$ cat src/hdl/hsr_consts.svh
`ifndef HSR_CONSTS_SVH
`define HSR_CONSTS_SVH

// homing method object address
`define HSR_OBJ_INDEX 16'h6098
`define HSR_OBJ_SUB   8'h00

// method codes
`define HSR_M27 8'h1B
`define HSR_M28 8'h1C
`define HSR_M29 8'h1D
`define HSR_M30 8'h1E
`define HSR_M31 8'h1F
`define HSR_M32 8'h20
`define HSR_M33 8'h21
`define HSR_M34 8'h22

// reset values
`define HSR_METHOD_RST 8'h00
`define HSR_POS_RST    32'h00000000

`endif

$ cat src/hdl/hsr_pkg.sv
package hsr_pkg;

   typedef enum logic [2:0] {
      HSR_IDLE,
      HSR_SEARCH,
      HSR_DECEL,
      HSR_DONE,
      HSR_FAIL
   } hsr_state_e;

   // one search step: stop here, edge source, edge polarity, speed, direction
   typedef struct packed {
      logic last;
      logic index;
      logic rise;
      logic high;
      logic fwd;
   } hsr_step_s;

endpackage

$ cat src/hdl/hsr_seq.sv
// Contract
// - The homing method is taken from writes to object 6098 subindex 00h and each of codes 27 to 30, 33 and 34 maps to one fixed sequence.
// - Method 27 with switch off searches reverse fast for a rising edge, decelerates, then stops on a slow forward falling edge.
// - Method 27 hitting the reverse limit searches forward fast for a falling edge, decelerates, then stops on a slow reverse rising edge.
// - Method 27 with switch on at start skips the fast phase and stops on a slow forward falling edge.
// - Method 28 searches reverse fast for a rising edge (skipped if switch on), then slow forward falling, then stops on slow reverse rising.
// - Method 28 hitting the reverse limit searches forward fast for a falling edge, decelerates, then stops on a slow reverse rising edge.
// - Method 29 searches reverse fast for a falling edge, decelerates, then stops on a slow forward rising edge.
// - Method 29 hitting the reverse limit goes forward fast for a rising edge, then slow reverse falling, then stops on slow forward rising.
// - Method 30 searches reverse fast falling, decelerates, slow forward rising, then stops on a slow reverse falling edge.
// - Method 30 hitting the reverse limit searches forward fast for a rising edge, decelerates, then stops on slow reverse falling.
// - Method codes 31 and 32 are reserved and run no sequence.
// - Method 33 moves reverse and stops at the first index pulse, ignoring the switch; a high reverse limit ends it in the error state.
// - Method 34 moves forward and stops at the first index pulse, ignoring switch and limits.
// - The switch edge that ends the fast search is the deceleration point, after which the search continues at low speed.
// - A high reverse limit forbids reverse motion.
`timescale 1ns/100ps
`include "hsr_consts.svh"

module hsr_seq
   import hsr_pkg::*;
(
   // clock and reset
   input  wire logic        CORE_CLK,
   input  wire logic        RST_N,
   // object write port
   input  wire logic        OBJ_WR_STB,
   input  wire logic [15:0] OBJ_INDEX,
   input  wire logic [7:0]  OBJ_SUB,
   input  wire logic [7:0]  OBJ_DATA,
   // control and motion feedback
   input  wire logic        START,
   input  wire logic        ZERO_SPEED,
   input  wire logic [31:0] POSITION,
   // sensor pins
   input  wire logic        HOME_SWITCH_INPUT,
   input  wire logic        REVERSE_TRAVEL_LIMIT_INPUT,
   input  wire logic        INDEX_INPUT,
   // motion command
   output logic             MOVE_EN,
   output logic             MOVE_DIR,
   output logic             MOVE_HIGH,
   // status
   output logic             BUSY,
   output logic             HOMING_DONE_OUTPUT,
   output logic             METHOD_ERR,
   output logic [31:0]      HOME_POS
);

   // ==========================================================
   // pin synchronisers
   logic sw_lvl;
   logic lim_lvl;
   logic idx_lvl;
   logic sw_d_reg;
   logic idx_d_reg;

   hsr_sync u_sw  (.clk(CORE_CLK), .rst_n(RST_N), .din(HOME_SWITCH_INPUT),          .level(sw_lvl));
   hsr_sync u_lim (.clk(CORE_CLK), .rst_n(RST_N), .din(REVERSE_TRAVEL_LIMIT_INPUT), .level(lim_lvl));
   hsr_sync u_idx (.clk(CORE_CLK), .rst_n(RST_N), .din(INDEX_INPUT),                .level(idx_lvl));

   always_ff @(posedge CORE_CLK or negedge RST_N) begin
      if (!RST_N) begin
         sw_d_reg  <= 1'b0;
         idx_d_reg <= 1'b0;
      end else begin
         sw_d_reg  <= sw_lvl;
         idx_d_reg <= idx_lvl;
      end
   end

   logic sw_rise;
   logic sw_fall;
   logic idx_rise;

   assign sw_rise  = sw_lvl & ~sw_d_reg;
   assign sw_fall  = ~sw_lvl & sw_d_reg;
   assign idx_rise = idx_lvl & ~idx_d_reg;

   // ==========================================================
   // method selection
   hsr_state_e  state_reg;
   hsr_state_e  state_next;
   logic [7:0]  method_reg;
   logic        path_reg;
   logic        path_next;
   logic [1:0]  step_reg;
   logic [1:0]  step_next;

   // writes are ignored while a search runs so the sequence cannot change under the motor
   always_ff @(posedge CORE_CLK or negedge RST_N) begin
      if (!RST_N) begin
         method_reg <= `HSR_METHOD_RST;
      end else if (OBJ_WR_STB && !BUSY && OBJ_INDEX == `HSR_OBJ_INDEX && OBJ_SUB == `HSR_OBJ_SUB) begin
         method_reg <= OBJ_DATA;
      end
   end

   logic method_ok;

   // 31, 32 and anything outside 27..34 fall through to the error state
   assign method_ok = (method_reg >= `HSR_M27 && method_reg <= `HSR_M30) ||
                      method_reg == `HSR_M33 || method_reg == `HSR_M34;

   // ==========================================================
   // step table, bits are {last, index, rise, high, fwd}; path 1 is the limit turnaround
   function automatic hsr_step_s step_cfg(input logic [7:0] m, input logic p, input logic [1:0] s);
      logic [4:0] v;
      v = 5'h00;
      if (m == `HSR_M27) begin
         if (!p) v = (s == 2'd0) ? 5'b00110 : 5'b10001;
         else    v = (s == 2'd0) ? 5'b00011 : 5'b10100;
      end else if (m == `HSR_M28) begin
         if (!p) v = (s == 2'd0) ? 5'b00110 : (s == 2'd1) ? 5'b00001 : 5'b10100;
         else    v = (s == 2'd0) ? 5'b00011 : 5'b10100;
      end else if (m == `HSR_M29) begin
         if (!p) v = (s == 2'd0) ? 5'b00010 : 5'b10101;
         else    v = (s == 2'd0) ? 5'b00111 : (s == 2'd1) ? 5'b00000 : 5'b10101;
      end else if (m == `HSR_M30) begin
         if (!p) v = (s == 2'd0) ? 5'b00010 : (s == 2'd1) ? 5'b00101 : 5'b10000;
         else    v = (s == 2'd0) ? 5'b00111 : 5'b10000;
      end else if (m == `HSR_M33) begin
         v = 5'b11000;
      end else if (m == `HSR_M34) begin
         v = 5'b11001;
      end
      return hsr_step_s'(v);
   endfunction

   hsr_step_s cur;
   hsr_step_s nxt;
   logic      hit;
   logic      lim_turn;
   logic      lim_block;

   assign cur = step_cfg(method_reg, path_reg, step_reg);
   assign nxt = step_cfg(method_reg, path_next, step_next);
   assign hit = cur.index ? idx_rise : (cur.rise ? sw_rise : sw_fall);

   // only the fast reverse search of 27..30 may turn at the limit; any other reverse move blocked there fails
   assign lim_turn  = lim_lvl && !cur.fwd && cur.high && !path_reg && !cur.index;
   assign lim_block = lim_lvl && !cur.fwd && !lim_turn;

   // ==========================================================
   // sequencer
   always_comb begin
      state_next = state_reg;
      path_next  = path_reg;
      step_next  = step_reg;
      case (state_reg)
         HSR_IDLE, HSR_DONE, HSR_FAIL: begin
            if (START) begin
               path_next = 1'b0;
               step_next = 2'd0;
               if (!method_ok) begin
                  state_next = HSR_FAIL;
               end else begin
                  state_next = HSR_SEARCH;
                  if (sw_lvl && (method_reg == `HSR_M27 || method_reg == `HSR_M28)) begin
                     step_next = 2'd1;
                  end
               end
            end
         end
         HSR_SEARCH: begin
            if (lim_turn) begin
               state_next = HSR_DECEL;
               path_next  = 1'b1;
               step_next  = 2'd0;
            end else if (lim_block) begin
               state_next = HSR_FAIL;
            end else if (hit) begin
               if (cur.last) begin
                  state_next = HSR_DONE;
               end else begin
                  state_next = HSR_DECEL;
                  step_next  = step_reg + 2'd1;
               end
            end
         end
         HSR_DECEL: begin
            if (ZERO_SPEED) begin
               state_next = HSR_SEARCH;
            end
         end
         default: begin
            state_next = HSR_IDLE;
         end
      endcase
   end

   always_ff @(posedge CORE_CLK or negedge RST_N) begin
      if (!RST_N) begin
         state_reg <= HSR_IDLE;
         path_reg  <= 1'b0;
         step_reg  <= 2'd0;
      end else begin
         state_reg <= state_next;
         path_reg  <= path_next;
         step_reg  <= step_next;
      end
   end

   // ==========================================================
   // motion command
   always_ff @(posedge CORE_CLK or negedge RST_N) begin
      if (!RST_N) begin
         MOVE_EN   <= 1'b0;
         MOVE_DIR  <= 1'b0;
         MOVE_HIGH <= 1'b0;
         BUSY      <= 1'b0;
      end else begin
         MOVE_EN   <= state_next == HSR_SEARCH && !(lim_lvl && !nxt.fwd);
         MOVE_DIR  <= nxt.fwd;
         MOVE_HIGH <= nxt.high;
         BUSY      <= state_next == HSR_SEARCH || state_next == HSR_DECEL;
      end
   end

   // ==========================================================
   // status and home capture
   always_ff @(posedge CORE_CLK or negedge RST_N) begin
      if (!RST_N) begin
         HOMING_DONE_OUTPUT <= 1'b0;
         METHOD_ERR         <= 1'b0;
         HOME_POS           <= `HSR_POS_RST;
      end else begin
         HOMING_DONE_OUTPUT <= state_next == HSR_DONE;
         METHOD_ERR         <= state_next == HSR_FAIL;
         if (state_reg == HSR_SEARCH && state_next == HSR_DONE) begin
            HOME_POS <= POSITION;
         end
      end
   end
endmodule

$ cat src/hdl/hsr_sync.sv
`timescale 1ns/100ps

module hsr_sync (
   // clock and reset
   input  wire logic clk,
   input  wire logic rst_n,
   // pin side
   input  wire logic din,
   // core side
   output logic      level
);

   logic ff1_reg;
   logic ff2_reg;
   logic ff3_reg;

   always_ff @(posedge clk or negedge rst_n) begin
      if (!rst_n) begin
         ff1_reg <= 1'b0;
         ff2_reg <= 1'b0;
         ff3_reg <= 1'b0;
      end else begin
         ff1_reg <= din;
         ff2_reg <= ff1_reg;
         ff3_reg <= ff2_reg;
      end
   end

   // a change counts only once the last two stages agree
   always_ff @(posedge clk or negedge rst_n) begin
      if (!rst_n) begin
         level <= 1'b0;
      end else if (ff2_reg == ff3_reg) begin
         level <= ff3_reg;
      end
   end

endmodule

$ cat config.mk
export PLATFORM = sky130hd
export DESIGN_NAME = hsr_seq
export DESIGN_NICKNAME = d
export VERILOG_FILES = /design/src/hdl/hsr_pkg.sv /design/src/hdl/hsr_seq.sv /design/src/hdl/hsr_sync.sv
export VERILOG_INCLUDE_DIRS = /design/src /design/src/hdl
export SDC_FILE = /design/constraint.sdc
export NUM_CORES = 1
export LEC_CHECK = 0
export ABC_AREA = 1
export BUFFER_PORTS_ARGS = -buffer_cell sky130_fd_sc_hd__buf_4
export CORE_ASPECT_RATIO = 0.7
export CORE_MARGIN = 2
export CORE_UTILIZATION = 50
export DETAILED_ROUTE_END_ITERATION = 8
export GPL_TIMING_DRIVEN = 1
export PLACE_DENSITY = 0.77
export SLEW_MARGIN = 20
export SYNTH_ARGS = -nofsm -noshare
export SYNTH_HDL_FRONTEND = slang
export SYNTH_HIERARCHICAL = 1
export SYNTH_SLANG_ARGS = --single-unit
$ cat constraint.sdc
create_clock -name CORE_CLK -period 3.78 [get_ports CORE_CLK]
set_input_delay 0.567 -clock CORE_CLK [delete_from_list [all_inputs] [get_ports CORE_CLK]]
set_output_delay 0.567 -clock CORE_CLK [all_outputs]
set_load 0.01 [all_outputs]
==> results of run 1 <==
[final timing paths]
path / slack, ps / to
min: 310 / method_reg[7]$_DFFE_PN0P_
min reg2reg: 350 / u_lim/ff2_reg$_DFF_PN0_
min in group CORE_CLK: 330 / u_lim/ff1_reg$_DFF_PN0_
max reg2reg: 520 / MOVE_EN$_DFF_PN0_
max: 520 / MOVE_EN$_DFF_PN0_
max in group asynchronous: 2930 / MOVE_HIGH$_DFF_PN0_
[cell type report]
cell class	count	area share (%)
tap	78	2.24
clock buffer	9	2.84
clock inverter	7	1.75
timing repair buffer	109	18.7
multi-input combinational	198	32.5
sequential	66	37.8
inverter	46	4.07
[cell families after synthesis]
logic type / after synthesis / share of synthesized area [%]
AND/OR/NAND/NOR: 129 / 19.4
multiplexers: 40 / 17.1
flip-flops: 66 / 50.2
AO/OA/AOI/OAI: 22 / 3.95
adder cells (fa/ha/maj): 7 / 2.66
buffers and inverters: 49 / 6.65
[report_power, final]
group          internal [mW]  total, mW  leakage, nW  switching [mW]
clock network          0.309      0.599       0.0962           0.290
registers              0.849      0.960        0.872           0.111
logic                  0.441      0.927         1.50           0.486
[Yosys cell counts (2+ instances only)]
| master | number |
|---|---|
| nor4_1 | 5 |
| mux2_4 | 30 |
| o21ai_1 | 3 |
| buf_8 | 2 |
| nand4_1 | 6 |
| nand3_2 | 2 |
| a21oi_1 | 10 |
| nor2_1 | 22 |
| inv_1 | 42 |
| nand3b_1 | 2 |
| inv_2 | 3 |
| nand2_2 | 5 |
| dfrtp_1 | 66 |
| nor3_1 | 4 |
| o211ai_1 | 2 |
| nand2_1 | 56 |
| o21ai_0 | 3 |
| ha_1 | 7 |
| mux2_2 | 10 |
| nand3_1 | 18 |
[layer usage]
layer | part of all wire [%] | GRT usage, % | wire [µm] | up-vias
li1 | - | - | - | 1264
met1 | 43 | 29.0 | 3210 | 1223
met2 | 49 | 33.9 | 3630 | 96
met3 | 6.8 | 6.44 | 505 | 10
met4 | 1.4 | 8.26 | 107 | 0
met5 | 0 | 0 | 0 | -
[metrics by stage]
stage               utilization (%)  instances
floorplan                         -        313
global placement               66.1        497
detailed placement             66.1        497
CTS                            69.2        513
global route                   69.2        513
finish                         69.2        513
[cells in the final DEF (no fill, tap or decap), types with 2 or more instances in the layout]
master      instances
inv_6               3
dfrtp_1            66
nand2_2             5
ha_1                7
buf_4             109
o21ai_1             3
nor2_1             22
nand2_1            56
inv_1              42
o21ai_0             3
mux2_4             30
mux2_2             10
inv_2               3
nand3_1            18
clkbuf_8            9
nand3b_1            2
nand3_2             2
o211ai_1            2
nand4_1             6
clkinvlp_4          2
nor3_1              4
nor4_1              5
a21oi_1            10
==> impl_metrics.toml, run 1 <==
[status]
status = "finished clean"

[timing]
clock_skew_ps = 8.22
setup_ws_ps = 523
max_freq_ghz = 0.307
setup-tns-final_ps = 0
rsz0062_at_grt = "false"
finalCriticalPeriod_ps = 3260
setup_viol = 0
worst_slew_pin_slew_ps = 819
drv_slew = 0
post-route-period-util_pct = 86.2
holdWs_ps = 313
relSlewSlack_pct = 45.4
hold_viol = 0

[floorplanning]
die_height_um = 71.9
initial_core_util_pct = 52.2
floorplan.rows = 24
die_x_um = 101
core-area_um2 = 6310
io_pins = 110
die-area_um2 = 7260

[synthesis]
synth_top_area_cell = "dfrtp_1"
synth-edff-count = 0
synth-seq-cells = 66
syn-num-nets = 392
synth_area_um2 = 3290
async_flop_share_pct = 100
yosys_most_used_dff = "dfrtp_1"
yosysTopAreaCellShare_pct = 50.2
syn_avg_cell_area_um2 = 10.5
seq_area_frac_synth_pct = 50.2
synth_area_leaders = "dfrtp_1, mux2_4, nand2_1"
syn_inst = 313
ys_types = 35
synth_warnings = 6

[clock_tree]
clk_latency_ps = 340
cts_sinks = 66
cts_htree_levels = 3
clk_pin_slew_ps = 80
post_cts_resized = 0
tritoncts = "built"
cts_root_buf = "clkbuf_8"
cts_buffers = 9
postCtsSetupRepairBufs = 0
cts_buffer_depth = 2
postCtsHoldBufs = 0

[detailed_routing]
finalWirelength_um = 7450
ant_nets = 0
drc = 0
vias_per_cell = 5.05
routed-via-count = 2593
drtIter0Drc = 209
dr.pass1.iters = 4
wire_per_inst_um = 14.5

[final_layout]
drive_gt1_share_pct = 42.8
multi_input_area_um2 = 1420
nets = 509
diodes = 0
largest_reg_flops = 32
fin_area_um2 = 4370
regArea_um2 = 1650
area_growth_pct = 32.7
fillers = 494

[setup_path]
cp_slowest_stage_delay_ps = 440
worst-path-stages = 23
path_cells = "inv_1 -> ha_1 -> nand2_1 -> nand2_1 -> nand3_1 -> nand2_1 -> nand2_1 -> nand2_1 -> nand3_1 -> nand3_2 -> nand3_1 -> nor2_1 -> nand2_1 -> nand3_1 -> nand2_1 -> nand2_1 -> inv_1 -> nor2_1 -> ha_1 -> or2_2 -> nand2_1 -> nor2_1 -> a21oi_1"
endpoint_kind = "flip-flop"
crit_required_ps = 4060
crit_type = "flip-flop to flip-flop"
path_buf_inv = 2
path_common_cell = "nand2_1"
crit_slowest_cell = "dfrtp_1"
crit_family = "simple AND/OR/NAND/NOR gates"
arrival_ps = 3530
rr_startpoint = "step_reg[0]$_DFF_PN0_"
start_kind = "flip-flop"
cp_max_fo = 5
r2r_cells = 23
critPathLaunch = "step_reg[0]$_DFF_PN0_"

[placement]
io_buffers = 109
place_area_um2 = 4170
hpwl_um = 5620
place_ws_ps = 601
place.gp.congestion = 0.971

[pwr]
peakVddDrop_mv = 0.330
total_power_mw = 2.49
power.density_nw_per_um2 = 569
p_leak_nw = 2.47

[global_routing]
grt_overflow = 0
grt_pass1_wl_um = 12100
grtUsageTotal_pct = 21.7
antenna_found_initial = 0
grt_pass1_vias = 2501
grt_max_degree = 67

[run]
max-cap-violations = 0

[hold_path]
hp-class = "input port to asynchronous set/reset pin"
(Power assumes the default switching activity.)
==> inputs of run 2 (changes only) <==
- CORE_UTILIZATION: 50 -> 45
- PLACE_DENSITY: 0.77 -> 0.71
- clock period: 3.78 -> 3.6 ns (I/O delays scaled with it)
==> run 2 against run 1 <==
  * Flip-flop and latch count unchanged
  * Global-route usage shrank 3.5 points
  * Total power grew 6.3%
  * Register-to-register slack lost 40 ps
  * Critical path depth stayed put
  * Die area increased by 11%
  * Critical endpoint unchanged
  * Highest routed layer unchanged
==> impl_metrics.toml, run 2 (same netlist as run 1, synthesis figures left out) <==
[placement]
hpwl_um = 5520
io_buffers = 109
place.gp.congestion = 0.925

[clock_tree]
cts_htree_levels = 3
cts_buffer_depth = 2
post_cts_resized = 0
clk_latency_ps = 330
postCtsHoldBufs = 0
postCtsSetupRepairBufs = 0
cts_buffers = 9
tritoncts = "built"
cts_sinks = 66
cts_root_buf = "clkbuf_8"
clk_pin_slew_ps = 80

[detailed_routing]
drt-met1-wl_um = 3250
top_layer = "met4"
wire_per_inst_um = 13.4
vias_per_cell = 4.75
met3_length_um = 527
drc = 0
ant_nets = 0
drtIter0Drc = 125
routed-via-count = 2531
dr.pass1.iters = 4
dr_wl_met2_um = 3240
finalWirelength_um = 7140

[pwr]
total_power_mw = 2.64
p_sw_mw = 0.901
p_clk_share_pct = 26.0
pwr-share-comb_pct = 35.9
power.density_nw_per_um2 = 598
internal_power_mw = 1.74
p_leak_nw = 2.48
peakVddDrop_mv = 0.267
p_sw_share_pct = 34.1
power_frac_seq_pct = 38.0

[timing]
setup-tns-final_ps = 0
drv_slew = 0
post-route-period-util_pct = 86.7
setup_viol = 0
rsz0062_at_grt = "false"
holdWs_ps = 286
max_freq_ghz = 0.320
clock_skew_ps = 7.81
relSlewSlack_pct = 46.0
worst_slew_pin_slew_ps = 810
hold_viol = 0
finalCriticalPeriod_ps = 3120

[floorplanning]
core-area_um2 = 7190
floorplan.rows = 26
initial_core_util_pct = 45.8
die_x_um = 106
die_height_um = 75.5
die-area_um2 = 8020
io_pins = 110

[setup_path]
rr_startpoint = "step_reg[0]$_DFF_PN0_"
crit_type = "flip-flop to flip-flop"
rrSetupSlack_ps = 480
r2r_cells = 23
crit_end = "MOVE_EN$_DFF_PN0_"
critPathLaunch = "step_reg[0]$_DFF_PN0_"
crit_required_ps = 3860
r2r-end = "MOVE_EN$_DFF_PN0_"
endpoint_kind = "flip-flop"
cp_max_fo = 5
arrival_ps = 3380
start_kind = "flip-flop"

[final_layout]
drive_gt1_share_pct = 42.8
final_common_cell = "buf_4"
post-route-util_pct = 61.4
mostFrequentLayoutCells = "buf_4, dfrtp_1, nand2_1"
largest_reg_flops = 32
nets = 509
diodes = 0
area_growth_pct = 34.2

[run]
max-cap-violations = 0

[global_routing]
grt_pass1_wl_um = 11200
grt_pass1_vias = 2369
grtUsageTotal_pct = 18.3
grt_overflow = 0
antenna_found_initial = 0
grt_max_degree = 67

[status]
status = "finished clean"

[hold_path]
hp-class = "input port to asynchronous set/reset pin"
run 2: cell count changes in the layout (fill, tap and decap cells not counted):
cell       before  now
clkinv_2        1    0
inv_6           3    2
clkinv_4        1    2
bufinv_16       1    2
run 2: layer usage:
layer,GRT usage [%],up-vias
met5,0,-
met2,27.6,83
met1,25.2,1180
met4,7.31,0
met3,5.39,10
li1,-,1258
run 2: metrics by stage:
stage / instance area (µm²) / setup WS, ps / std cells
global route: 4420 / 95.6 / 533
floorplan: 3290 / 859 / 313
finish: 4420 / 479 / 533
CTS: 4420 / 507 / 533
global placement: 4190 / 674 / 517
detailed placement: 4190 / 535 / 517
run 2: cell type report:
cell class,instances,area (µm²)
Tap cell,98,123
Fill cell,612,2770
Multi-Input combinational cell,198,1420
Clock buffer,9,124
Sequential cell,66,1650
Inverter,46,178
Clock inverter,7,101
Timing Repair Buffer,109,818
run 2: worst max-delay path: stages (launching register included):
cell     delay [ps]
dfrtp_1         430
inv_1           140
ha_1            260
nand2_1         120
nand2_1          90
nand3_1          90
nand2_1          70
nand2_1          50
nand2_1          70
nand3_1         100
nand3_2         110
nand3_1         100
nor2_1          150
nand2_1          60
nand3_1          60
nand2_1          50
nand2_1         130
inv_1            80
nor2_1          130
ha_1            240
or2_2           290
nand2_1          60
nor2_1           50
a21oi_1         110
run 2: power by group through the flow:
stage	clock [mW]	combinational, mW	sequential (mW)
finish	0.688	0.950	1.00
global route	0.744	1.05	1.03
CTS	0.711	0.951	1.00
detailed placement	0	0.951	1.01
global placement	0	0.928	1.01
floorplan	0	0.531	1.05
run 2: worst min-delay path by stage:
| stage | slack (ps) | depth (start not counted) | start | to |
|---|---|---|---|---|
| global route | 290 | 1 | HOME_SWITCH_INPUT | u_sw/ff1_reg$_DFF_PN0_ |
| global placement | 330 | 0 | u_sw/ff1_reg$_DFF_PN0_ | u_sw/ff2_reg$_DFF_PN0_ |
| CTS | 290 | 1 | INDEX_INPUT | u_idx/ff1_reg$_DFF_PN0_ |
| detailed placement | 330 | 0 | u_sw/ff1_reg$_DFF_PN0_ | u_sw/ff2_reg$_DFF_PN0_ |
| finish | 290 | 1 | RST_N | method_reg[7]$_DFFE_PN0P_ |
| floorplan | 240 | 0 | RST_N | BUSY$_DFF_PN0_ |
